==> config.mk <==
export PLATFORM = sky130hd
export DESIGN_NAME = ebi_share_arbiter
export DESIGN_NICKNAME = d
export VERILOG_FILES = /design/src/core/ebi_share_pkg.sv /design/src/core/ebi_share_arbiter.sv /design/src/core/boot_decoder.sv
export VERILOG_INCLUDE_DIRS = /design/src /design/src/core
export SDC_FILE = /design/constraint.sdc
export NUM_CORES = 1
export LEC_CHECK = 0
export BUFFER_PORTS_ARGS = -buffer_cell sky130_fd_sc_hd__buf_2
export CORE_ASPECT_RATIO = 0.7
export CORE_MARGIN = 8
export CORE_UTILIZATION = 40
export DETAILED_ROUTE_END_ITERATION = 10
export PLACE_DENSITY = 0.7
export SYNTH_ARGS = -nofsm -noshare
export SYNTH_HDL_FRONTEND = slang
export SYNTH_SLANG_ARGS = --single-unit
==> constraint.sdc <==
create_clock -name clk_in -period 2.38 [get_ports clk_in]
set_input_delay 0 -clock clk_in [delete_from_list [all_inputs] [get_ports clk_in]]
set_output_delay 0 -clock clk_in [all_outputs]
set_load 0.1 [all_outputs]
==> src/core/ebi_share_regs.svh <==
/*
 * Offsets, field positions, reset values and region codes for the
 * shared-bus arbiter and its boot decoder.
 * Assumes inclusion by bare name from the arbiter, decoder and bench modules.
 */
`ifndef EBI_SHARE_REGS_SVH
`define EBI_SHARE_REGS_SVH

// ***********************************
// Register offsets
// ***********************************
`define EBI_REG_CTRL 8'h00
`define EBI_REG_STATUS 8'h04
`define EBI_REG_GRANTS 8'h08

// ***********************************
// Control fields
// ***********************************
`define EBI_CTRL_ENABLE_BIT 0
`define EBI_CTRL_REMAP_BIT 1
`define EBI_CTRL_WIDTH_LSB 2
`define EBI_CTRL_ENABLE_RST 1'b1
`define EBI_CTRL_REMAP_RST 1'b0

// ***********************************
// Status fields
// ***********************************
`define EBI_STAT_VALID_BIT 0
`define EBI_STAT_HOLDER_LSB 1
`define EBI_STAT_BACKOFF_BIT 3
`define EBI_STAT_MEMBUSY_BIT 4

// ***********************************
// Boot strap width codes
// ***********************************
`define EBI_WIDTH_8 2'h0
`define EBI_WIDTH_16 2'h1
`define EBI_WIDTH_32 2'h2
`define EBI_WIDTH_KEEP 2'h3

// ***********************************
// Address regions, top byte
// ***********************************
`define EBI_REGION_LOW 8'h00
`define EBI_REGION_ROM 8'h0F
`define EBI_REGION_BANKS 4'h1
`define EBI_BOOT_BANK 3'h7
`define EBI_RAM_BANK 3'h0

`endif

==> src/core/ebi_share_pkg.sv <==
/*
 * Types shared by the shared-bus arbiter and its bench.
 * Assumes ebi_share_regs.svh is on the include path.
 */
package ebi_share_pkg;

	// ***********************************
	// Arbiter state
	// ***********************************
	typedef enum logic [1:0] {
		ARB_IDLE,
		ARB_HELD,
		ARB_BACKOFF
	} arb_state_t;

	// ***********************************
	// Software command port
	// ***********************************
	typedef struct packed {
		logic [7:0] addr;
		logic [31:0] wdata;
		logic wr;
		logic rd;
	} sw_cmd_t;

	// ***********************************
	// Arbiter grant picture
	// ***********************************
	typedef struct packed {
		logic valid;
		logic [1:0] id;
	} holder_t;

endpackage : ebi_share_pkg

==> src/core/ebi_share_arbiter.sv <==
/*
 * Shared external bus arbiter with boot configuration control.
 * Port 0 is the test controller, ports 1..3 are memory controllers.
 * Assumes requesters are synchronous to clk_in and software uses
 * the plain register port with read data one cycle after the strobe.
 */
`timescale 1ns/1ps
`include "ebi_share_regs.svh"

module ebi_share_arbiter #(
	parameter logic [1:0] BOOT_WIDTH_DEFAULT = `EBI_WIDTH_8,
	parameter int PORTS = 4
) (
	input wire logic clk_in,
	input wire logic rst_n_in,
	input wire ebi_share_pkg::sw_cmd_t sw_cmd_in,
	output logic [31:0] sw_rdata_out,
	input wire logic [PORTS-1:0] shared_bus_request_in,
	output logic [PORTS-1:0] shared_bus_grant_out,
	output logic [PORTS-1:1] shared_bus_backoff_out,
	output logic shared_bus_enable_tie_out,
	output logic [1:0] boot_bank_width_strap_out,
	input wire logic [7:0] sys_addr_hi_in,
	input wire logic sys_sel_in,
	output logic [7:0] bank_chip_select_out,
	input wire logic reg_sel_in,
	input wire logic mem_access_active_in,
	output logic reg_sel_out,
	input wire logic clock_pad_in,
	output logic clock_pad_oe_out,
	output logic [3:0] feedback_clock_out
);

	// ***********************************
	// Helpers
	// ***********************************
	function automatic ebi_share_pkg::holder_t pick_highest(input logic [PORTS-1:0] req);
		ebi_share_pkg::holder_t h;
		h = '0;
		for (int i = PORTS - 1; i >= 0; i--) begin
			if (req[i]) begin
				h.valid = 1'b1;
				h.id = i[1:0];
			end
		end
		return h;
	endfunction : pick_highest

	ebi_share_pkg::arb_state_t state_q;
	ebi_share_pkg::holder_t holder_q;
	ebi_share_pkg::holder_t pick;
	logic enable_q;
	logic remap_q;
	logic [1:0] width_q;
	logic [31:0] grants_q;
	logic [PORTS-1:0] higher_req;
	logic [PORTS-1:0] others_req;

	// ***********************************
	// Register port
	// ***********************************
	always_ff @(posedge clk_in) begin
		if (!rst_n_in) begin
			enable_q <= `EBI_CTRL_ENABLE_RST;
			remap_q <= `EBI_CTRL_REMAP_RST;
			width_q <= BOOT_WIDTH_DEFAULT;
		end else if (sw_cmd_in.wr && sw_cmd_in.addr == `EBI_REG_CTRL) begin
			enable_q <= sw_cmd_in.wdata[`EBI_CTRL_ENABLE_BIT];
			remap_q <= sw_cmd_in.wdata[`EBI_CTRL_REMAP_BIT];
			width_q <= sw_cmd_in.wdata[`EBI_CTRL_WIDTH_LSB +: 2];
		end
	end

	always_ff @(posedge clk_in) begin
		if (!rst_n_in) begin
			sw_rdata_out <= 32'h0000_0000;
		end else if (sw_cmd_in.rd) begin
			unique case (sw_cmd_in.addr)
				`EBI_REG_CTRL: sw_rdata_out <= {28'h000_0000, width_q, remap_q, enable_q};
				`EBI_REG_STATUS: sw_rdata_out <= {27'h000_0000, mem_access_active_in,
					(state_q == ebi_share_pkg::ARB_BACKOFF), holder_q.id, holder_q.valid};
				`EBI_REG_GRANTS: sw_rdata_out <= grants_q;
				default: sw_rdata_out <= 32'h0000_0000;
			endcase
		end else begin
			sw_rdata_out <= 32'h0000_0000;
		end
	end

	// ***********************************
	// Pins toward the device
	// ***********************************
	// Sharing always on: the device only uses its request pins then
	assign shared_bus_enable_tie_out = 1'b1;
	// Strap is a steady level; device samples it during its own reset
	assign boot_bank_width_strap_out = width_q;
	// Separate buses: hold off register selects during memory traffic
	assign reg_sel_out = reg_sel_in && !mem_access_active_in;
	// Pad limited wiring: pad output enable held low, pad input fans out
	assign clock_pad_oe_out = 1'b0;
	assign feedback_clock_out = {4{clock_pad_in}};

	boot_decoder u_boot_decoder (
		.clk_in(clk_in),
		.rst_n_in(rst_n_in),
		.addr_hi_in(sys_addr_hi_in),
		.sel_in(sys_sel_in),
		.remap_in(remap_q),
		.bank_chip_select_out(bank_chip_select_out)
	);

	// ***********************************
	// Arbitration
	// ***********************************
	// Lower index wins, so port 0 (test) outranks controller 1
	always_comb begin
		others_req = shared_bus_request_in;
		if (holder_q.valid) begin
			others_req[holder_q.id] = 1'b0;
		end
		pick = pick_highest(enable_q ? others_req : '0);
		higher_req = '0;
		for (int i = 0; i < PORTS; i++) begin
			higher_req[i] = holder_q.valid && (i < int'(holder_q.id)) && shared_bus_request_in[i];
		end
	end

	always_ff @(posedge clk_in) begin
		if (!rst_n_in) begin
			state_q <= ebi_share_pkg::ARB_IDLE;
			holder_q <= '0;
		end else begin
			unique case (state_q)
				ebi_share_pkg::ARB_IDLE: begin
					if (pick.valid) begin
						state_q <= ebi_share_pkg::ARB_HELD;
						holder_q <= pick;
					end
				end
				ebi_share_pkg::ARB_HELD, ebi_share_pkg::ARB_BACKOFF: begin
					if (!shared_bus_request_in[holder_q.id]) begin
						// Released: hand over at once; releaser must wait a cycle anyway
						state_q <= pick.valid ? ebi_share_pkg::ARB_HELD : ebi_share_pkg::ARB_IDLE;
						holder_q <= pick;
					end else if (|higher_req && holder_q.id != 2'h0) begin
						state_q <= ebi_share_pkg::ARB_BACKOFF;
					end
				end
				// Unused code: fall back to a free bus
				default: begin
					state_q <= ebi_share_pkg::ARB_IDLE;
					holder_q <= '0;
				end
			endcase
		end
	end

	always_ff @(posedge clk_in) begin
		if (!rst_n_in) begin
			grants_q <= 32'h0000_0000;
		end else if (pick.valid && (state_q == ebi_share_pkg::ARB_IDLE || !shared_bus_request_in[holder_q.id])) begin
			grants_q <= grants_q + 32'h0000_0001;
		end
	end

	always_comb begin
		shared_bus_grant_out = '0;
		shared_bus_backoff_out = '0;
		if (holder_q.valid) begin
			shared_bus_grant_out[holder_q.id] = 1'b1;
			if (state_q == ebi_share_pkg::ARB_BACKOFF && holder_q.id != 2'h0) begin
				shared_bus_backoff_out[holder_q.id] = 1'b1;
			end
		end
	end
endmodule : ebi_share_arbiter

==> src/core/boot_decoder.sv <==
/*
 * System address decoder: boot ROM alias at zero until remap,
 * eight bank selects for the memory port.
 * Assumes the top address byte is stable with its select strobe.
 */
`timescale 1ns/1ps
`include "ebi_share_regs.svh"

module boot_decoder (
	input wire logic clk_in,
	input wire logic rst_n_in,
	input wire logic [7:0] addr_hi_in,
	input wire logic sel_in,
	input wire logic remap_in,
	output logic [7:0] bank_chip_select_out
);

	// ***********************************
	// Decode
	// ***********************************
	always_comb begin
		bank_chip_select_out = 8'h00;
		if (sel_in) begin
			if (addr_hi_in == `EBI_REGION_LOW) begin
				// Boot ROM on the boot bank until software sets remap
				bank_chip_select_out[remap_in ? `EBI_RAM_BANK : `EBI_BOOT_BANK] = 1'b1;
			end else if (addr_hi_in == `EBI_REGION_ROM) begin
				bank_chip_select_out[`EBI_BOOT_BANK] = 1'b1;
			end else if (addr_hi_in[7:4] == `EBI_REGION_BANKS && !addr_hi_in[3]) begin
				bank_chip_select_out[addr_hi_in[2:0]] = 1'b1;
			end
		end
	end
endmodule : boot_decoder

==> impl_metrics.ini <==
[clocking]
clk_latency_ns = 0.33
cts_tree = built
cts_made_buffers = 9
post_cts_buffers = 0
htreeDepth = 3
clock-sinks = 73
cts.path.max_buffers = 2
cts.clk_slew.worst_paths_ns = 0.05
cts_root_buf = clkbuf_16

[routing]
viasPerCell = 5.15
totalWireLength_um = 8100
wl_per_cell_um = 13.9
drt-initial-drc-count = 166
vias = 3007
dr.pass1.iters = 4
drc = 0
ant_nets = 0

[synthesis]
synthXorXnorAreaFrac_pct = 1.55
synth-compound-area-share_pct = 15.3
syn_nets = 453
yosys_warnings = 0
ys_seq_area_share_pct = 43.1
synth.area.mux_share_pct = 4.21
synth.cell_area_um2 = 3390
synth_top_family_by_area = simple AND/OR/NAND/NOR gates
synth-simple-area-share_pct = 29.1
synth_seq_cells = 73
avgSynthCellArea_um2 = 8.71
yosysUniqueCellTypes = 50
synthAdderAreaFrac_pct = 1.48
syn_inst = 389

[run]
maxCapViolCount = 0

[global_routing]
grt_antenna_before_repair = 0
grt_max_degree = 28
grt_overflow = 0
grt_pass1_vias = 2984
grt_util_met1_pct = 16.5
use_met3_pct = 3.98
grt.busiest_layer = met2
grt_pass1_wl_um = 13500
met2_usage_pct = 23.7
grt_usage_pct = 13.9

[setup_path]
cp.required_ns = 2.64
end_kind = flip-flop
crit_fanout = 12
arrival_ns = 2.46
cp-start-kind = flip-flop
criticalPathCategory = flip-flop to flip-flop

[min_path]
hold_class = primary input to output port

[sta]
drv_slew = 0
fmax_mhz = 454
skew_ns = 0.00589
rsz0062_at_grt = false
setup_viol = 0
post-route-period-util_pct = 92.6
tightest_slew_ns = 0.686
hold_viol = 0
fin_crit_ns = 2.20
tns_ns = 0
max-slew-margin-rel_pct = 54.2

[power]
leakagePower_nw = 1.79
powerDensity_nw_per_um2 = 753
peakVddDrop_v = 0.000347

[finish]
layout_commonest_cell = buf_2
fillers = 799
layout.nets = 538
layout_common_cells = 80 x buf_2, 73 x dfxtp_1, 34 x nor2_1
layout-drive-gt1-share_pct = 25.7
syn2layout_area_growth_pct = 26.0
ff_latch_area_um2 = 1460
stdcell_area_um2 = 4270
finish.utilization_pct = 51.2
multi_input_area_um2 = 1780
n_antenna_cell = 0

[floorplan]
die-area_um2 = 11700
core_um2 = 8340
pin_count = 116
die_h_um = 93.0
initial_core_util_pct = 40.6
fp.dieW_um = 126
num_rows = 28

[placement]
place_congestion = 0.790
dpl.hpwl_um = 5830
portBuffers = 80
place_area_um2 = 3910

[run_status]
status = complete, no violations
## kinds of logic after synthesis
family,count (synthesis)
buffers and inverters,34
DFF,73
other,2
adders and majority gates,4
muxes,13
and+or+nand+nor,179
AOI/OAI and AO/OA,78
xor gates and xnor gates,6
## power by group
part           total, mW  internal [mW]  switching [mW]
registers           1.29           1.26          0.0346
clock network       1.43          0.944           0.485
logic              0.496          0.164           0.332
total               3.21           2.36           0.851
## final cells by class
class                      count  share of cell area [%]
clock inverter                 5                    1.85
tap                          105                    3.08
sequential                    73                    34.2
inverter                      12                    1.05
clock buffer                  11                    5.68
timing repair buffer          96                    12.4
multi-input combinational    282                    41.7
## registers in the layout (all words and copies together) (netlist names)
| name | count |
|---|---|
| state_q | 2 |
| boot_bank_width_strap_out | 2 |
| sw_rdata_out | 32 |
| enable_q | 1 |
| remap_q | 1 |
| grants_q | 32 |
| holder_q | 3 |
## final timing paths
check | startpoint | to | slack (ns) | depth (start not counted)
min | clock_pad_in | feedback_clock_out[1] | 0.0001 | 0
max reg2reg | holder_q[0]$_SDFFE_PN0P_ | grants_q[19]$_SDFFE_PN0P_ | 0.18 | 7
min reg2reg | grants_q[31]$_SDFFE_PN0P_ | grants_q[31]$_SDFFE_PN0P_ | 0.47 | 2
max | holder_q[0]$_SDFFE_PN0P_ | grants_q[19]$_SDFFE_PN0P_ | 0.18 | 7
## critical path: stages (launching register included)
cell and delay, ns:
dfxtp_1 0.35, buf_4 0.20, mux2i_1 0.14, a31oi_4 0.36, o2111ai_2 0.37, buf_4 0.27
or3_1 0.31, a21oi_1 0.15
## cell usage after synthesis, drive strengths merged
library cell | number | area share, %
nor3b | 5 | 1.3
a211o | 1 | 0.26
o21bai | 2 | 0.44
mux4 | 1 | 0.66
nor2b | 4 | 0.74
nand4 | 7 | 1.3
or3 | 15 | 2.8
a211oi | 2 | 0.44
and4 | 3 | 0.78
nand2 | 30 | 3.5
buf | 12 | 2.6
nand4b | 1 | 0.26
xnor2 | 4 | 1.0
o211ai | 3 | 0.66
o31a | 1 | 0.26
inv | 12 | 1.3
ha | 4 | 1.5
conb | 2 | 0.22
o2111ai | 3 | 1.1
o31ai | 7 | 1.6
nor2 | 35 | 3.9
o311ai | 1 | 0.26
mux2i | 12 | 3.5
clkbuf | 10 | 1.1
o21ai | 20 | 3.1
and3 | 5 | 0.92
nor3 | 9 | 1.3
and2 | 34 | 6.3
nand2b | 5 | 0.92
or4b | 1 | 0.30
nor4 | 5 | 1.3
o21a | 6 | 1.3
a21oi | 27 | 4.3
xor2 | 2 | 0.52
a21o | 1 | 0.22
o41ai | 1 | 0.26
a2111oi | 1 | 0.26
a31oi | 2 | 0.81
nand3 | 12 | 1.8
dfxtp | 73 | 43
or4 | 8 | 1.8
## through the flow
step           setup WS [ns]  hold slack (ns)  power (mW)  std cells
2_1_floorplan         0.0396            0.125        1.72        389
3_3_place_gp           0.270          0.00307        1.79        564
3_5_place_dp           0.191          0.00307        1.80        564
4_1_cts                0.173          0.00307        3.24        584
5_1_grt               0.0138         0.000423        3.34        584
6_report               0.175         0.000125        3.21        584
## metal layers
layer | share of wire (%) | vias to the layer above
met5 | 0 | -
met4 | 1.1 | 0
met1 | 47 | 1390
met2 | 48 | 64
met3 | 4.4 | 13
li1 | - | 1540
## what timing repair did
action                                 4_1_cts  5_1_grt
endpoints found under the hold margin        4        0
resized for setup                            0        0
hold buffers                                 4        0
No activity file was read; power rests on OpenSTA's default activity.
